[config.mk]
export PLATFORM = sky130hd
export DESIGN_NAME = mmr_router
export DESIGN_NICKNAME = d
export VERILOG_FILES = /design/src/rtl/mmr_pkg.sv /design/src/rtl/mmr_router.sv
export SDC_FILE = /design/constraint.sdc
export NUM_CORES = 1
export LEC_CHECK = 0
export BUFFER_PORTS_ARGS = -buffer_cell sky130_fd_sc_hd__buf_4
export CAP_MARGIN = 20
export CELL_PAD_IN_SITES_DETAIL_PLACEMENT = 1
export CELL_PAD_IN_SITES_GLOBAL_PLACEMENT = 2
export CORE_UTILIZATION = 37
export DETAILED_ROUTE_END_ITERATION = 16
export PLACE_DENSITY = 0.95
export SLEW_MARGIN = 30
export SYNTH_ARGS = -nofsm -noshare
export SYNTH_HDL_FRONTEND = slang
export SYNTH_SLANG_ARGS = --single-unit
export TNS_END_PERCENT = 50
[constraint.sdc]
create_clock -name i_clk -period 18.85 [get_ports i_clk]
set_clock_uncertainty 0.1 [all_clocks]
set_input_delay 1.885 -clock i_clk [delete_from_list [all_inputs] [get_ports i_clk]]
set_output_delay 1.885 -clock i_clk [all_outputs]
set_load 0.01 [all_outputs]
[src/rtl/mmr_pkg.sv]
package mmr_pkg;

    // address map
    localparam logic [31:0] INSTRUCTION_TIGHT_MEMORY_BASE    = 32'h0000_0000;
    localparam logic [31:0] ALIAS_END    = 32'h0040_0000;
    localparam logic [31:0] FLASH_BASE   = 32'h0040_0000;
    localparam logic [31:0] ROM_BASE     = 32'h0080_0000;
    localparam logic [31:0] ROM_END      = 32'h00c0_0000;
    localparam logic [31:0] DATA_TIGHT_MEMORY_BASE    = 32'h2000_0000;
    localparam logic [31:0] SRAM_BASE    = 32'h2040_0000;
    localparam logic [31:0] PERIPH_BASE  = 32'h4000_0000;
    localparam logic [31:0] PERIPH_END   = 32'h6000_0000;
    localparam logic [31:0] BKUP_BASE    = 32'h4007_4000;
    localparam logic [31:0] BKUP_BYTES   = 32'h0000_0400;
    localparam logic [31:0] QSPI_BASE    = 32'h8000_0000;
    localparam logic [31:0] QSPI_END     = 32'ha000_0000;

    // sizes
    localparam logic [31:0] TCM_UNIT     = 32'h0000_8000;
    localparam logic [31:0] SRAM_LARGE   = 32'h0006_0000;
    localparam logic [31:0] SRAM_SMALL   = 32'h0004_0000;
    localparam logic [31:0] FLASH_BYTES  = 32'h0020_0000;
    localparam logic [31:0] SEC_SMALL0   = 32'h0000_2000;
    localparam logic [31:0] SEC_SMALL1   = 32'h0000_4000;
    localparam logic [31:0] SEC_FIRST    = 32'h0002_0000;
    localparam logic [4:0]  SEC_SKIP     = 5'h02;

    // nonvolatile bit positions
    localparam int NVM_BOOT   = 1;
    localparam int NVM_TCM_LO = 7;
    localparam int NVM_TCM_HI = 8;

    // register offsets and fields
    localparam logic [7:0] REG_CTRL      = 8'h00;
    localparam logic [7:0] REG_STATUS    = 8'h04;
    localparam logic [7:0] REG_CONFLICTS = 8'h08;
    localparam logic [7:0] REG_TCM_LIM   = 8'h0c;
    localparam logic [7:0] REG_SRAM_LIM  = 8'h10;
    localparam int         CTRL_INSTRUCTION_TIGHT_MEMORY     = 0;
    localparam int         CTRL_DATA_TIGHT_MEMORY     = 1;
    localparam int         CTRL_PPORT    = 2;
    localparam logic [2:0] CTRL_RESET    = 3'h6;

    localparam logic [1:0] RESP_OKAY     = 2'h0;
    localparam logic [1:0] RESP_SLVERR   = 2'h2;
    localparam logic [1:0] SIZE_WORD     = 2'h2;

    typedef enum logic [3:0] {
        TGT_NONE   = 4'h0,
        TGT_INSTRUCTION_TIGHT_MEMORY   = 4'h1,
        TGT_DTCM0  = 4'h2,
        TGT_DTCM1  = 4'h3,
        TGT_SRAM   = 4'h4,
        TGT_ROM    = 4'h5,
        TGT_FLASH  = 4'h6,
        TGT_QSPI   = 4'h7,
        TGT_BKUP   = 4'h8,
        TGT_PPORT  = 4'h9,
        TGT_MAIN   = 4'ha,
        TGT_MATRIX = 4'hb
    } mmr_target_t;

endpackage

[src/rtl/mmr_router.sv]
`timescale 1ns/1ps
// Summary of operation
// - instruction tight memory is one 64-bit interface based at address zero
// - data tight memory is two interleaved 32-bit banks based at 0x2000_0000
// - after reset data tight memory enabled, instruction tight memory disabled
// - nonvolatile bits [8:7] size both tight memories, remaining SRAM follows
// - disabled or out-of-size tight memory accesses go to flash or ROM
// - SRAM accesses past the implemented size never raise an error
// - enabled instruction tight memory overrides ROM or flash at address zero
// - ROM always at 0x0080_0000, aliased at zero when boot bit selects it
// - system SRAM decoded at 0x2040_0000, 384 or 256 KB by variant
// - four SRAM ports: two for the processor, two shared by matrix masters
// - each request carries one of four priority levels to the SRAM
// - SRAM conflicts: more urgent first, the other one cycle later at most
// - 1 KB backup SRAM at 0x4007_4000 takes full words only
// - internal flash decoded from 0x0040_0000
// - window at 0x8000_0000 forwarded to the serial flash interface
// - processor peripheral accesses use peripheral or main port per control bit
// - the peripheral port never carries instruction fetches
// - matrix slave port reaches instruction and both data tight banks
// - main processor port reaches the matrix and two SRAM ports
// - flash sectors are 128 KB; first one split into 8, 8 and 112 KB
// - boot bit 0 maps ROM at zero, 1 maps flash
module mmr_router (
    input  wire logic              i_clk,
    input  wire logic              i_resetn,
    input  wire logic [8:0]        i_nvm_bits,
    input  wire logic              i_small_variant,
    input  wire logic              i_awvalid,
    output logic                   o_awready,
    input  wire logic [7:0]        i_awaddr,
    input  wire logic              i_wvalid,
    output logic                   o_wready,
    input  wire logic [31:0]       i_wdata,
    input  wire logic [3:0]        i_wstrb,
    output logic                   o_bvalid,
    input  wire logic              i_bready,
    output logic [1:0]             o_bresp,
    input  wire logic              i_arvalid,
    output logic                   o_arready,
    input  wire logic [7:0]        i_araddr,
    output logic                   o_rvalid,
    input  wire logic              i_rready,
    output logic [31:0]            o_rdata,
    output logic [1:0]             o_rresp,
    input  wire logic [1:0]        i_req_valid,
    output logic [1:0]             o_req_ready,
    input  wire logic [1:0][31:0]  i_req_addr,
    input  wire logic [1:0]        i_req_fetch,
    input  wire logic [1:0][1:0]   i_req_size,
    input  wire logic [1:0][1:0]   i_req_prio,
    output logic [1:0]             o_rt_valid,
    output logic [1:0][3:0]        o_rt_target,
    output logic [1:0][31:0]       o_rt_offset,
    output logic [1:0]             o_rt_error,
    output logic [1:0]             o_rt_fetch,
    output logic [1:0][1:0]        o_rt_prio,
    output logic [1:0][1:0]        o_rt_sram_port,
    output logic [1:0][1:0]        o_rt_bank,
    output logic [1:0][4:0]        o_rt_sector
);

    function automatic logic [4:0] route_decode(
        input logic [31:0] a,
        input logic        cpu,
        input logic        fetch,
        input logic [1:0]  sz,
        input logic [3:0]  cf,
        input logic [31:0] tl,
        input logic [31:0] sl
    );
        logic [3:0] bt;
        logic [3:0] t;
        logic       e;
        bt = cf[0] ? mmr_pkg::TGT_FLASH : mmr_pkg::TGT_ROM;
        t  = mmr_pkg::TGT_NONE;
        e  = 1'b0;
        if (a < mmr_pkg::ALIAS_END) begin
            if (cf[3] && a < tl) begin
                t = mmr_pkg::TGT_INSTRUCTION_TIGHT_MEMORY;
            end else begin
                t = bt;
            end
        end else if (a < mmr_pkg::ROM_BASE) begin
            if (a - mmr_pkg::FLASH_BASE < mmr_pkg::FLASH_BYTES) begin
                t = mmr_pkg::TGT_FLASH;
            end
        end else if (a < mmr_pkg::ROM_END) begin
            t = mmr_pkg::TGT_ROM;
        end else if (a >= mmr_pkg::DATA_TIGHT_MEMORY_BASE && a < mmr_pkg::SRAM_BASE) begin
            if (cf[2] && a - mmr_pkg::DATA_TIGHT_MEMORY_BASE < tl) begin
                t = a[2] ? mmr_pkg::TGT_DTCM1 : mmr_pkg::TGT_DTCM0;
            end else begin
                t = bt;
            end
        end else if (a >= mmr_pkg::SRAM_BASE && a < mmr_pkg::PERIPH_BASE) begin
            // past the limit falls through to flash or ROM, never an error
            t = (a - mmr_pkg::SRAM_BASE < sl) ? mmr_pkg::TGT_SRAM : bt;
        end else if (a >= mmr_pkg::BKUP_BASE &&
                     a - mmr_pkg::BKUP_BASE < mmr_pkg::BKUP_BYTES) begin
            t = mmr_pkg::TGT_BKUP;
            e = (sz != mmr_pkg::SIZE_WORD);
        end else if (a >= mmr_pkg::PERIPH_BASE && a < mmr_pkg::PERIPH_END) begin
            if (!cpu) begin
                t = mmr_pkg::TGT_MATRIX;
            end else if (cf[1] && !fetch) begin
                t = mmr_pkg::TGT_PPORT;
            end else begin
                t = mmr_pkg::TGT_MAIN;
            end
        end else if (a >= mmr_pkg::QSPI_BASE && a < mmr_pkg::QSPI_END) begin
            t = mmr_pkg::TGT_QSPI;
        end
        if (t == mmr_pkg::TGT_NONE) begin
            e = 1'b1;
        end
        return {e, t};
    endfunction

    function automatic logic [31:0] route_base(
        input logic [3:0]  t,
        input logic [31:0] a
    );
        logic [31:0] b;
        b = 32'h0000_0000;
        case (t)
            mmr_pkg::TGT_DTCM0,
            mmr_pkg::TGT_DTCM1: b = mmr_pkg::DATA_TIGHT_MEMORY_BASE;
            mmr_pkg::TGT_SRAM:  b = mmr_pkg::SRAM_BASE;
            mmr_pkg::TGT_BKUP:  b = mmr_pkg::BKUP_BASE;
            mmr_pkg::TGT_QSPI:  b = mmr_pkg::QSPI_BASE;
            mmr_pkg::TGT_ROM: begin
                if (a >= mmr_pkg::ROM_BASE && a < mmr_pkg::ROM_END) begin
                    b = mmr_pkg::ROM_BASE;
                end
            end
            mmr_pkg::TGT_FLASH: begin
                if (a >= mmr_pkg::FLASH_BASE && a < mmr_pkg::ROM_BASE) begin
                    b = mmr_pkg::FLASH_BASE;
                end
            end
            default: b = 32'h0000_0000;
        endcase
        return b;
    endfunction

    function automatic logic [4:0] flash_sector(input logic [31:0] off);
        logic [4:0] s;
        if (off < mmr_pkg::SEC_SMALL0) begin
            s = 5'h00;
        end else if (off < mmr_pkg::SEC_SMALL1) begin
            s = 5'h01;
        end else if (off < mmr_pkg::SEC_FIRST) begin
            s = 5'h02;
        end else begin
            s = off[21:17] + mmr_pkg::SEC_SKIP;
        end
        return s;
    endfunction

    function automatic logic reg_mapped(input logic [7:0] ad);
        return ad == mmr_pkg::REG_CTRL || ad == mmr_pkg::REG_STATUS ||
               ad == mmr_pkg::REG_CONFLICTS || ad == mmr_pkg::REG_TCM_LIM ||
               ad == mmr_pkg::REG_SRAM_LIM;
    endfunction

    // configuration captured once after reset release
    logic [1:0]  tcm_code;
    logic        boot_flash;
    logic        small_var;
    logic        cfg_done;
    logic [2:0]  ctrl;
    logic [15:0] conflicts;

    always_ff @(posedge i_clk or negedge i_resetn) begin
        if (!i_resetn) begin
            tcm_code   <= 2'h0;
            boot_flash <= 1'b0;
            small_var  <= 1'b0;
            cfg_done   <= 1'b0;
        end else if (!cfg_done) begin
            tcm_code   <= i_nvm_bits[mmr_pkg::NVM_TCM_HI:mmr_pkg::NVM_TCM_LO];
            boot_flash <= i_nvm_bits[mmr_pkg::NVM_BOOT];
            small_var  <= i_small_variant;
            cfg_done   <= 1'b1;
        end
    end

    wire [31:0] tcm_lim  = (tcm_code == 2'h0) ? 32'h0000_0000 :
                           mmr_pkg::TCM_UNIT << (tcm_code - 2'h1);
    wire [31:0] sram_tot = small_var ? mmr_pkg::SRAM_SMALL : mmr_pkg::SRAM_LARGE;
    wire [31:0] sram_lim = sram_tot - {tcm_lim[30:0], 1'b0};
    wire [3:0]  cfg_vec  = {ctrl[mmr_pkg::CTRL_INSTRUCTION_TIGHT_MEMORY], ctrl[mmr_pkg::CTRL_DATA_TIGHT_MEMORY],
                            ctrl[mmr_pkg::CTRL_PPORT], boot_flash};

    // request path; a held request has precedence so it waits one cycle only
    logic [1:0]        hold_v;
    logic [1:0][31:0]  hold_addr;
    logic [1:0]        hold_fetch;
    logic [1:0][1:0]   hold_size;
    logic [1:0][1:0]   hold_prio;
    logic [1:0]        eff_valid;
    logic [1:0][31:0]  eff_addr;
    logic [1:0]        eff_fetch;
    logic [1:0][1:0]   eff_size;
    logic [1:0][1:0]   eff_prio;
    logic [1:0][4:0]   dec;
    logic [1:0]        issue;
    logic [1:0]        lose;
    logic [1:0]        next_hold_v;

    wire both_sram = eff_valid[0] && eff_valid[1] &&
                     dec[0][3:0] == mmr_pkg::TGT_SRAM &&
                     dec[1][3:0] == mmr_pkg::TGT_SRAM;
    wire conflict  = both_sram && eff_addr[0][3:2] == eff_addr[1][3:2];
    wire win_one   = hold_v[1] ? 1'b1 :
                     hold_v[0] ? 1'b0 :
                     (eff_prio[1] > eff_prio[0]);

    genvar p;
    generate
        for (p = 0; p < 2; p++) begin : g_port
            assign eff_valid[p] = hold_v[p] | (i_req_valid[p] & o_req_ready[p]);
            assign eff_addr[p]  = hold_v[p] ? hold_addr[p]  : i_req_addr[p];
            assign eff_fetch[p] = hold_v[p] ? hold_fetch[p] : i_req_fetch[p];
            assign eff_size[p]  = hold_v[p] ? hold_size[p]  : i_req_size[p];
            assign eff_prio[p]  = hold_v[p] ? hold_prio[p]  : i_req_prio[p];
            assign dec[p] = route_decode(eff_addr[p], p == 0, eff_fetch[p],
                                         eff_size[p], cfg_vec, tcm_lim,
                                         sram_lim);
            assign lose[p]        = conflict && (win_one != (p == 1));
            assign issue[p]       = eff_valid[p] & ~lose[p];
            assign next_hold_v[p] = lose[p];

            wire [31:0] off = eff_addr[p] - route_base(dec[p][3:0], eff_addr[p]);
            wire [1:0]  bank = (dec[p][3:0] == mmr_pkg::TGT_SRAM) ?
                               eff_addr[p][3:2] : {1'b0, eff_addr[p][2]};

            always_ff @(posedge i_clk or negedge i_resetn) begin
                if (!i_resetn) begin
                    hold_v[p]     <= 1'b0;
                    hold_addr[p]  <= 32'h0000_0000;
                    hold_fetch[p] <= 1'b0;
                    hold_size[p]  <= 2'h0;
                    hold_prio[p]  <= 2'h0;
                    o_req_ready[p] <= 1'b0;
                end else begin
                    hold_v[p]     <= next_hold_v[p];
                    hold_addr[p]  <= eff_addr[p];
                    hold_fetch[p] <= eff_fetch[p];
                    hold_size[p]  <= eff_size[p];
                    hold_prio[p]  <= eff_prio[p];
                    o_req_ready[p] <= cfg_done & ~next_hold_v[p];
                end
            end

            always_ff @(posedge i_clk or negedge i_resetn) begin
                if (!i_resetn) begin
                    o_rt_valid[p]     <= 1'b0;
                    o_rt_target[p]    <= mmr_pkg::TGT_NONE;
                    o_rt_offset[p]    <= 32'h0000_0000;
                    o_rt_error[p]     <= 1'b0;
                    o_rt_fetch[p]     <= 1'b0;
                    o_rt_prio[p]      <= 2'h0;
                    o_rt_sram_port[p] <= 2'h0;
                    o_rt_bank[p]      <= 2'h0;
                    o_rt_sector[p]    <= 5'h00;
                end else begin
                    o_rt_valid[p]     <= issue[p];
                    o_rt_target[p]    <= dec[p][3:0];
                    o_rt_offset[p]    <= off;
                    o_rt_error[p]     <= dec[p][4];
                    o_rt_fetch[p]     <= eff_fetch[p];
                    o_rt_prio[p]      <= eff_prio[p];
                    o_rt_sram_port[p] <= {p == 1, eff_addr[p][3]};
                    o_rt_bank[p]      <= bank;
                    o_rt_sector[p]    <= flash_sector(off);
                end
            end
        end
    endgenerate

    // register slave
    logic        aw_got;
    logic        w_got;
    logic [7:0]  aw_addr_q;
    logic [31:0] w_data_q;
    logic [3:0]  w_strb_q;

    wire aw_fire  = i_awvalid & o_awready;
    wire w_fire   = i_wvalid & o_wready;
    wire ar_fire  = i_arvalid & o_arready;
    wire do_write = aw_got & w_got & ~o_bvalid;
    wire next_aw_got = aw_fire | (aw_got & ~do_write);
    wire next_w_got  = w_fire | (w_got & ~do_write);
    wire next_rvalid = ar_fire | (o_rvalid & ~i_rready);
    wire wr_ctrl  = do_write && aw_addr_q == mmr_pkg::REG_CTRL && w_strb_q[0];
    wire clr_cnt  = do_write && aw_addr_q == mmr_pkg::REG_CONFLICTS;
    wire [31:0] status_word = {25'h0, hold_v, cfg_done, small_var,
                               boot_flash, tcm_code};
    wire [31:0] rd_word =
        (i_araddr == mmr_pkg::REG_CTRL)      ? {29'h0, ctrl} :
        (i_araddr == mmr_pkg::REG_STATUS)    ? status_word :
        (i_araddr == mmr_pkg::REG_CONFLICTS) ? {16'h0, conflicts} :
        (i_araddr == mmr_pkg::REG_TCM_LIM)   ? tcm_lim :
        (i_araddr == mmr_pkg::REG_SRAM_LIM)  ? sram_lim : 32'h0000_0000;

    always_ff @(posedge i_clk or negedge i_resetn) begin
        if (!i_resetn) begin
            aw_got    <= 1'b0;
            w_got     <= 1'b0;
            aw_addr_q <= 8'h00;
            w_data_q  <= 32'h0000_0000;
            w_strb_q  <= 4'h0;
            o_awready <= 1'b0;
            o_wready  <= 1'b0;
            o_bvalid  <= 1'b0;
            o_bresp   <= mmr_pkg::RESP_OKAY;
        end else begin
            aw_got    <= next_aw_got;
            w_got     <= next_w_got;
            o_awready <= ~next_aw_got;
            o_wready  <= ~next_w_got;
            if (aw_fire) begin
                aw_addr_q <= i_awaddr;
            end
            if (w_fire) begin
                w_data_q <= i_wdata;
                w_strb_q <= i_wstrb;
            end
            if (do_write) begin
                o_bvalid <= 1'b1;
                o_bresp  <= reg_mapped(aw_addr_q) ? mmr_pkg::RESP_OKAY :
                                                    mmr_pkg::RESP_SLVERR;
            end else if (i_bready) begin
                o_bvalid <= 1'b0;
            end
        end
    end

    always_ff @(posedge i_clk or negedge i_resetn) begin
        if (!i_resetn) begin
            o_arready <= 1'b0;
            o_rvalid  <= 1'b0;
            o_rdata   <= 32'h0000_0000;
            o_rresp   <= mmr_pkg::RESP_OKAY;
        end else begin
            o_arready <= ~next_rvalid;
            o_rvalid  <= next_rvalid;
            if (ar_fire) begin
                o_rdata <= rd_word;
                o_rresp <= reg_mapped(i_araddr) ? mmr_pkg::RESP_OKAY :
                                                  mmr_pkg::RESP_SLVERR;
            end
        end
    end

    // tight memory enables and peripheral port select
    always_ff @(posedge i_clk or negedge i_resetn) begin
        if (!i_resetn) begin
            ctrl <= mmr_pkg::CTRL_RESET;
        end else if (wr_ctrl) begin
            ctrl <= w_data_q[2:0];
        end
    end

    // a conflict in the clearing cycle still counts
    always_ff @(posedge i_clk or negedge i_resetn) begin
        if (!i_resetn) begin
            conflicts <= 16'h0000;
        end else if (conflict) begin
            conflicts <= clr_cnt ? 16'h0001 : conflicts + 16'h0001;
        end else if (clr_cnt) begin
            conflicts <= 16'h0000;
        end
    end
endmodule

Yosys cells after proc, flatten, opt, wreduce, memory -nomap -nowiden:

Index checks and enable logic that the tools add are counted.

* bits in registers: 250

* bitwise logic cells: 28
* shifts and indexed selects: 1
* equal/unequal tests: 25
* magnitude comparators: 45
* mux-type cells: 79
* add/sub/neg operators: 15
* reductions and logical operators: 46

Operators by type and width (count)
* case mux 32 bit (6 select lines): 2
* two-way mux 32 bit: 8
* < comparator 32 bit: 6
* >= comparator 32 x 30 -> 1 bit (second input constant): 4
* >= comparator 32 x 31 -> 1 bit (second input constant): 4
* < comparator 32 x 24 -> 1 bit (second input constant): 4
* < comparator 32 x 31 -> 1 bit (second input constant): 4
* subtractor 32 x 30 -> 32 bit (second input constant): 4
* >= comparator 32 x 23 -> 1 bit (second input constant): 2
* >= comparator 32 x 24 -> 1 bit (second input constant): 2
* >= comparator 32 bit (second input constant): 2
* < comparator 32 x 11 -> 1 bit (second input constant): 2
* < comparator 32 x 14 -> 1 bit (second input constant): 2
* < comparator 32 x 15 -> 1 bit (second input constant): 2
* < comparator 32 x 18 -> 1 bit (second input constant): 2
* < comparator 32 x 22 -> 1 bit (second input constant): 2
* < comparator 32 x 23 -> 1 bit (second input constant): 2
* < comparator 32 x 30 -> 1 bit (second input constant): 2
* < comparator 32 bit (second input constant): 2
* subtractor 32 x 23 -> 32 bit (second input constant): 2
* subtractor 32 x 31 -> 32 bit (second input constant): 2
* subtractor 32 bit: 2
* two-way mux 4 bit: 15
* two-way mux 16 bit: 3
* 32 further kinds: 157

Longest topological paths before layout:

Gate-level depths: netlist of the first run.

* depth after elaboration: 19
* depth in mapped cells: 33
* gate-level depth less buffers: 27

Worst setup path before layout of the first run:

OpenSTA, ideal clock, no wires.

* path kind: input-to-reg
* from: in i_req_addr[54] (netlist name)
* to: reg o_rt_sector[5] (netlist name)
* stages: 25
* buffers on the path: 3
* arrival: 7.355 ns
* required time: 18.623 ns
* slack: 11.267 ns
* cell sequence: mux2_2 > inv_1 > ha_1 > clkbuf_1 > o21ai_1 > o21ai_0 > xnor2_1 > ha_1 > nand3_1 > nor2_1 > a221oi_4 > nor2_1 > o31ai_2 > buf_4 > buf_6 > o21ai_0 > ha_1 > or3_1 > o311ai_0 > a31oi_1 > mux2i_1 > a2111oi_0 > nor4_1 > and3b_1 > mux2_1

RTL lines
* start, declared: RTL line mmr_router.sv:48 `input wire logic [1:0][31:0] i_req_addr,`
* end signal, assigned by index: RTL line mmr_router.sv:277 `o_rt_sector[p] <= flash_sector(off);`
* end, declared: RTL line mmr_router.sv:60 `output logic [1:0][4:0] o_rt_sector`

==> metrics.md, run 1 <==
| Metric | Value |
|---|---|
| Non-filler cells in the finished layout | `2033` |
| Maximum frequency from static timing analysis | `112 MHz` |
| Status | `complete, no violations` |
| MaxCap Viol Count | `0` |
| Worst path top cell family by delay | `compound AO/OA/AOI/OAI gates` |
| Gpl congestion | `0.908` |
| Die width | `191 microns` |
| Initial DRC Count | `670` |
| Fill cells | `3994` |
| Post-CTS setup-driven buffer insertion count | `0` |
| Proportion of power drawn by flip-flops and latches | `39.0%` |
| Yosys cell types | `94` |
| Remaining Overflow, GRT | `0` |
| Endpoint required time on the critical path | `19.16 ns` |
| Routed length per instance | `21.0 microns` |
| Switching power | `0.454 mW` |
| Worst R2R Start | `hold_v[1]$_DFF_PN0_` |
| Number of max-slew violations in the final report | `0` |
| Leading cell types in the layout, fill and taps excluded | `buf_4 (254), dfrtp_1 (202), nand2_1 (118)` |
| Diode count | `0` |
| DRC viols | `0` |
| Share of synthesized area occupied by flip-flops and latches | `39.2%` |
| Number of core rows | `68` |
| Total via count in the routed design | `11.4k` |
| Critical path's most frequent cell | `ha_1` |
| Antenna-violating nets left | `0` |
| Initial antenna violation count | `0` |
| Primary FF master, synth | `dfrtp_1` |
| Area share of the leading cell type in the synthesized netlist | `38.8%` |
| Worst r2r path cells | `21` |
| Number of port buffers | `246` |
| Yosys reg bits | `206` |
| Number of iterations in the first detailed-routing pass | `5` |
| Number of warnings reported in the yosys synthesis log | `0` |
| Post-synthesis cell area | `0.0132 sq mm` |
| Largest net degree at the start of global routing | `89` |
| Hold path depth | `1` |
| Mean cell area of the mapped netlist | `9.68 sq um` |
| Most area-consuming cells after synthesis | `dfrtp_1 (39%), ha_1 (7.8%), mux2_2 (5.6%), nand2_1 (3.4%), mux2i_1 (3.3%)` |
| Root buf cell | `clkbuf_16` |
| Share of post-route cells with drive strength above 1 | `25.2%` |
| Internal portion of total power | `0.967 mW` |
| Area of the die | `0.0363 sq mm` |
| Worst slew margin relative to its limit | `35.2%` |
| Top-level I/O count | `288` |
| Master of the slowest instance on the critical path | `mux2i_1` |
| Maximum clock path buffer count | `3` |
| Setup crit end kind | `register` |
| TritonCTS clock tree | `built` |
| Layout net count | `1787` |
| Hold_sp | `o_rdata[19]$_DFFE_PN0P_` |
| Largest fanout on the critical path | `61` |
| Post-route cell area | `0.0160 sq mm` |
| Maximum single-stage delay on the critical path | `0.80 ns` |
| HPWL Detailed | `33.0 mm` |
| Fraction of synthesis flops using an asynchronous set or reset pin | `100%` |
| Chip Height | `191 microns` |
| Count of flip-flops with a built-in enable after synthesis | `0` |
| Net Sw Frac | `31.9%` |
| # H-tree levels | `1` |
| Number of buffer and inverter instances along the worst setup path | `2` |
| Min-Delay Path Class | `reg -> reg` |
| Standby leakage power | `7.03 nW` |
| Vias in the first global route | `11.9k` |
| Vias per cell | `5.60` |
| Proportion of power drawn by combinational gates | `25.3%` |
| Worst setup startpoint | `hold_v[1]$_DFF_PN0_` |
| Power per cell area | `88.9 mW/mm^2` |
| Clock Power Share | `35.7%` |
| Number of buffers added to fix hold violations after cts | `0` |
| Total routing usage reported by global routing | `23.5%` |
| Worst vdd rail ir drop | `63.9 uV` |
| Clock latency at the later pin of the worst-skew pair | `0.55 ns` |
| Clock net sink count | `206` |
| Biggest area consumer among synthesized cells | `dfrtp_1` |
| Setup slack, reg-to-reg | `9.94 ns` |
| Setup Viol. Count Final | `0` |
| Reg2Reg Capture Point | `o_rt_sector[5]$_DFF_PN0_` |
| Placed Cells incl. Taps | `1985` |
| Reg clk slew, reported paths | `0.06 ns` |
| CP Cell Sequence | `buf_4 > mux2i_1 > ha_1 > o21ai_1 > a211o_1 > and2_1 > o2111ai_1 > inv_2 > a211oi_1 > o31ai_4 > o21ai_0 > ha_1 > nor3_1 > a21oi_1 > o31ai_1 > xnor2_1 > or4b_1 > nand4bb_1 > nor4_1 > and3b_1 > mux2_1` |
| RSZ-0062 raised after global routing | `false` |
| Minimum setup slack after placement | `9.56 ns` |
| Minimum clock period after layout | `8.91 ns` |
| Post-route setup TNS | `0 ns` |
| Syn-to-layout area delta | `21.5%` |
| Critical path startpoint category | `register` |
| Routed wire length | `42.8 mm` |
| Gate count of the mapped netlist | `1359` |
| Hold Path Sink | `o_rdata[19]$_DFFE_PN0P_` |
| Wire length of the first global-routing pass | `67.2 mm` |
| Cells resized by post-CTS repair | `0` |
| Worst endpoint data arrival time | `9.22 ns` |
| Worst-case setup margin in the final layout | `9.94 ns` |
| Leading cell type in the layout, fill and taps excluded | `buf_4` |
| Placed inst area | `0.0151 sq mm` |
| Least-Margin Pin Slew | `0.959 ns` |
| Final worst path period share | `47.3%` |
| Starting utilization of the core area | `37.8%` |
| Final-report hold violation count | `0` |
| Area inside the core boundary | `0.0348 sq mm` |
| Worst Path Class, Setup | `reg -> reg` |
| CTS buffer count | `26` |
==> power groups by stage <==
stage | combinational [mW] | clock, mW | sequential (mW)
6_report | 0.359 | 0.508 | 0.554
5_1_grt | 0.399 | 0.539 | 0.562
4_1_cts | 0.360 | 0.521 | 0.553
3_5_place_dp | 0.358 | 0 | 0.561
3_3_place_gp | 0.344 | 0 | 0.558
2_1_floorplan | 0.226 | 0 | 0.551
==> metrics by stage <==
step	total power [mW]	hold WS [ns]	utilization, %
CTS	1.43	0.395	45.9
floorplan	0.777	0.364	-
global placement	0.901	0.373	43.4
finish	1.42	0.390	45.9
global route	1.50	0.422	45.9
detailed placement	0.919	0.380	43.4
==> flip-flops by register name, indices dropped and copies added, names as in the netlist, 8 cells and up <==
name	cells
o_rt_offset	61
o_rt_target	8
o_rdata	23
o_rt_sector	10
aw_addr_q	8
hold_addr	36
conflicts	16
==> worst max-delay path by stage <==
stage          cells past startpoint  slack [ns]                  endpoint
2_1_floorplan                     25       11.27  o_rt_sector[5]$_DFF_PN0_
3_3_place_gp                      23        9.79  o_rt_sector[5]$_DFF_PN0_
3_5_place_dp                      23        9.56  o_rt_sector[5]$_DFF_PN0_
4_1_cts                           23        9.99  o_rt_sector[5]$_DFF_PN0_
5_1_grt                           23        9.40  o_rt_sector[5]$_DFF_PN0_
6_report                          21        9.94  o_rt_sector[5]$_DFF_PN0_
==> cell families after synthesis <==
family          count (synthesis)  share of synthesized area [%]
compound gates                261                           14.1
xor+xnor                       52                           3.46
fa+ha+maj                      85                           8.19
buf+inv                       165                           6.57
flops                         206                           39.2
mux                           112                           9.19
other cells                     2                         0.0571
simple gates                  476                           19.2
==> cell usage after synthesis (6+ instances only) <==
cell type	instances
dfrtp_1	204
a21oi_1	53
nor4_1	32
nand2_1	118
o21a_1	9
o31ai_1	10
a21o_1	12
inv_1	72
o21ai_0	46
a22oi_1	10
nor3_1	51
or3_1	17
a211oi_1	11
buf_4	51
clkbuf_1	19
nand3_1	23
nor2b_1	10
or2_2	6
ha_1	82
nor2_1	80
nand4_1	20
or4_1	11
a31oi_1	16
o211ai_1	6
buf_6	6
and2_1	15
buf_2	7
mux2_2	66
buf_1	6
nor3b_1	15
o22ai_1	10
and3_1	18
nor4b_1	8
nand2b_1	25
xnor2_1	41
xor2_1	11
mux2i_1	44
==> layer usage <==
metal  share of wire (%)  track usage, %  routed length [microns]  vias up
met3                 5.1            3.05                     2200       75
met4                 2.6            6.86                     1110        0
met2                  47            39.0                    20000      329
met1                  46            31.9                    19500     5701
met5                   0               0                        0        -
li1                    -               -                        -     5287
==> final cells by class <==
class	count	area (sq um)	area share, %
Multi-Input combinational cell	992	7160	44.8
Sequential cell	206	5160	32.3
Clock buffer	36	738	4.62
Timing Repair Buffer	256	1930	12.1
Clock inverter	12	136	0.853
Tap cell	455	569	3.56
Inverter	76	285	1.79
No activity file was read; power rests on OpenSTA's default activity.
==> run 2: changes to the inputs <==
Settings changed: CORE_UTILIZATION 37 to 31, PLACE_DENSITY 0.95 to 0.9.
Clock period 18.85 ns to 7.5 ns, I/O delays scaled along.
==> run 2 against run 1 <==
Worst hold slack worse by 0.25 ns. Non-clock buffer count increased by 48. Register-to-register slack worse by 9.5 ns. Wire length grew 3.4%. Sequential share of layout area fell by 0.90 points. Design area rose by 2.9%. Utilization shrank 6.7 points. Combinational power grew to 2.6 times the previous value. Die area rose by 19%. Clock-buffer cell count down 6. Global-route usage shrank 3.2 points.
==> metrics.md, run 2 (synthesis gave the netlist of run 1 again) <==
| Metric | Value |
|---|---|
| Area inside the core boundary | `0.0419 sq mm (+21%)` |
| RSZ-0062 raised after global routing | `false` |
| Worst slew margin relative to its limit | `38.0% (+2.7 points)` |
| Vias in the first global route | `12.1k (+1.6%)` |
| Gpl congestion | `0.902 (-0.68%)` |
| Final-report hold violation count | `0 (unchanged)` |
| Endpoint required time on the critical path | `7.82 ns (-11.34 ns)` |
| Routed wire length | `44.2 mm (+3.4%)` |
| Die width | `208 microns (+9.2%)` |
| # H-tree levels | `1 (unchanged)` |
| Number of core rows | `75 (+10%)` |
| Worst endpoint data arrival time | `7.37 ns (-1.85 ns)` |
| Root buf cell | `clkbuf_16` |
| Setup slack, reg-to-reg | `0.46 ns (-9.48 ns)` |
| Starting utilization of the core area | `31.4% (-6.4 points)` |
| Reg clk slew, reported paths | `0.06 ns (about the same)` |
| Share of post-route cells with drive strength above 1 | `27.6% (+2.4 points)` |
| Largest net degree at the start of global routing | `97 (+9.0%)` |
| Number of port buffers | `246 (unchanged)` |
| CTS buffer count | `26 (unchanged)` |
| Total Power Consumption | `3.60 mW (+150%)` |
| Worst R2R Start | `hold_v[1]$_DFF_PN0_` |
| TritonCTS clock tree | `built` |
| Leading cell type in the layout, fill and taps excluded | `buf_4` |
| HPWL Detailed | `34.4 mm (+4.1%)` |
| Number of flip-flops under the largest register name | `61 (unchanged)` |
| Leading cell types in the layout, fill and taps excluded | `buf_4 (301), dfrtp_1 (202), nand2_1 (118)` |
| Maximum clock path buffer count | `3 (unchanged)` |
| Setup Viol. Count Final | `0 (unchanged)` |
| Most Crowded Layer GR | `met2` |
| Antenna-violating nets left | `0 (unchanged)` |
| Number of buffers added to fix hold violations after cts | `0 (unchanged)` |
| Syn-to-layout area delta | `25.0%` |
| Min-Delay Path Class | `in -> async` |
| Cells resized by post-CTS repair | `0 (unchanged)` |
| Clock net sink count | `206 (unchanged)` |
| Post-CTS setup-driven buffer insertion count | `0 (unchanged)` |
| Largest fanout on the critical path | `39 (-36%)` |
| Met3 Use GR | `2.75% (-0.31 points)` |
| Number of iterations in the first detailed-routing pass | `5 (unchanged)` |
| Post-route setup TNS | `0 ns (unchanged)` |
| Total routing usage reported by global routing | `20.3% (-3.2 points)` |
| Power per cell area | `219 mW/mm^2 (+150%)` |
| Initial DRC Count | `630 (-6.0%)` |
| Vias per cell | `5.32 (-5.1%)` |
| Setup crit end kind | `register` |
| Area of the die | `0.0433 sq mm (+19%)` |
| MaxCap Viol Count | `0 (unchanged)` |
| Minimum clock period after layout | `7.04 ns (-1.87 ns)` |
| Least-Margin Pin Slew | `0.925 ns (-0.0344 ns)` |
| M1 GR Usage | `27.4% (-4.5 points)` |
| Chip Height | `208 microns (+9.2%)` |
| Worst setup startpoint | `hold_v[1]$_DFF_PN0_` |
| Most flop-heavy register | `o_rt_offset` |
| Critical path startpoint category | `register` |
| Final worst path period share | `93.9% (+47 points)` |
| DRC viols | `0 (unchanged)` |
| Layout net count | `1835 (+2.7%)` |
| Number of max-slew violations in the final report | `0 (unchanged)` |
| Registers with the most flip-flops | `o_rt_offset (61), hold_addr (36), o_rdata (23)` |
| Top-level I/O count | `288 (unchanged)` |
| Maximum frequency from static timing analysis | `142 MHz (+27%)` |
| Routed length per instance | `20.4 microns (-2.9%)` |
| Worst vdd rail ir drop | `130 uV (+100%)` |
| Wire length of the first global-routing pass | `69.7 mm (+3.7%)` |
| Remaining Overflow, GRT | `0 (unchanged)` |
| Met2 Use GR | `34.0% (-5.0 points)` |
| Clock latency at the later pin of the worst-skew pair | `0.57 ns (+0.02 ns)` |
| Status | `complete, no violations` |
| Initial antenna violation count | `0 (unchanged)` |
| Total via count in the routed design | `11.5k (+1.0%)` |
| Worst Path Class, Setup | `reg -> reg` |
| Standby leakage power | `7.27 nW (+3.4%)` |
[run 2: cell type report]
class / count / area, sq um
sequential: 206 / 5160
clock buffer: 30 / 686
clock inverter: 17 / 174
tap: 539 / 674
fill: 4803 / 25500
timing repair buffer: 304 / 2300
multi-input combinational: 992 / 7160
antenna: 1 / 2.50
inverter: 76 / 285
[run 2: path summary, 6_finish.rpt]
| path | endpoint | cells after the start |
|---|---|---|
| worst max-delay path | o_rt_sector[5]$_DFF_PN0_ | 22 |
| worst min-delay path | o_rt_offset[51]$_DFF_PN0_ | 1 |
| worst max register to register | o_rt_sector[5]$_DFF_PN0_ | 22 |
| worst min register to register | o_rdata[19]$_DFFE_PN0P_ | 1 |
| max in group asynchronous | hold_v[1]$_DFF_PN0_ | 2 |
| min in group i_clk | o_bvalid$_DFFE_PN0P_ | 2 |
[run 2: critical path, cell delays in order (launching register included)]
cell       delay, ns
dfrtp_4         0.72
buf_4           0.37
nor4b_1         0.66
o21ai_1         0.24
or4_1           0.60
or3_1           0.39
a211oi_1        0.27
o21ai_0         0.16
or2_1           0.26
o31ai_4         0.07
o21ai_0         0.13
buf_4           0.16
ha_1            0.22
or3_1           0.38
o311ai_1        0.39
a31oi_1         0.21
mux2i_1         0.16
a2111oi_0       0.52
buf_4           0.21
nor4_1          0.04
buf_4           0.16
and3b_1         0.18
mux2_1          0.32
[run 2: metal layers]
| layer | wire length (microns) | vias to the layer above | share of wire, % |
|---|---|---|---|
| met5 | 0 | - | 0 |
| met4 | 931 | 0 | 2.1 |
| met3 | 2160 | 55 | 4.9 |
| met2 | 21000 | 314 | 47 |
| met1 | 20200 | 5750 | 46 |
| li1 | - | 5390 | - |
[run 2: power by group]
group	switching (mW)	internal [mW]	leakage, nW
Combinational	0.505	0.426	4.42
Clock	0.544	0.733	0.422
Sequential	0.125	1.26	2.43
Total	1.17	2.42	7.27
[run 2: per-stage QoR]
stage	utilization, %	cells	instance area (sq um)	hold WS [ns]	setup slack, ns
final	39.2	2165	16400	0.139	0.457
after global routing	39.2	2164	16400	0.185	0.0362
after CTS	39.2	2164	16400	0.157	0.256
after detailed placement	37.1	2117	15600	0.376	0.281
after global placement	37.1	2117	15600	0.369	0.525
after floorplan	-	1363	13200	0.354	0.837
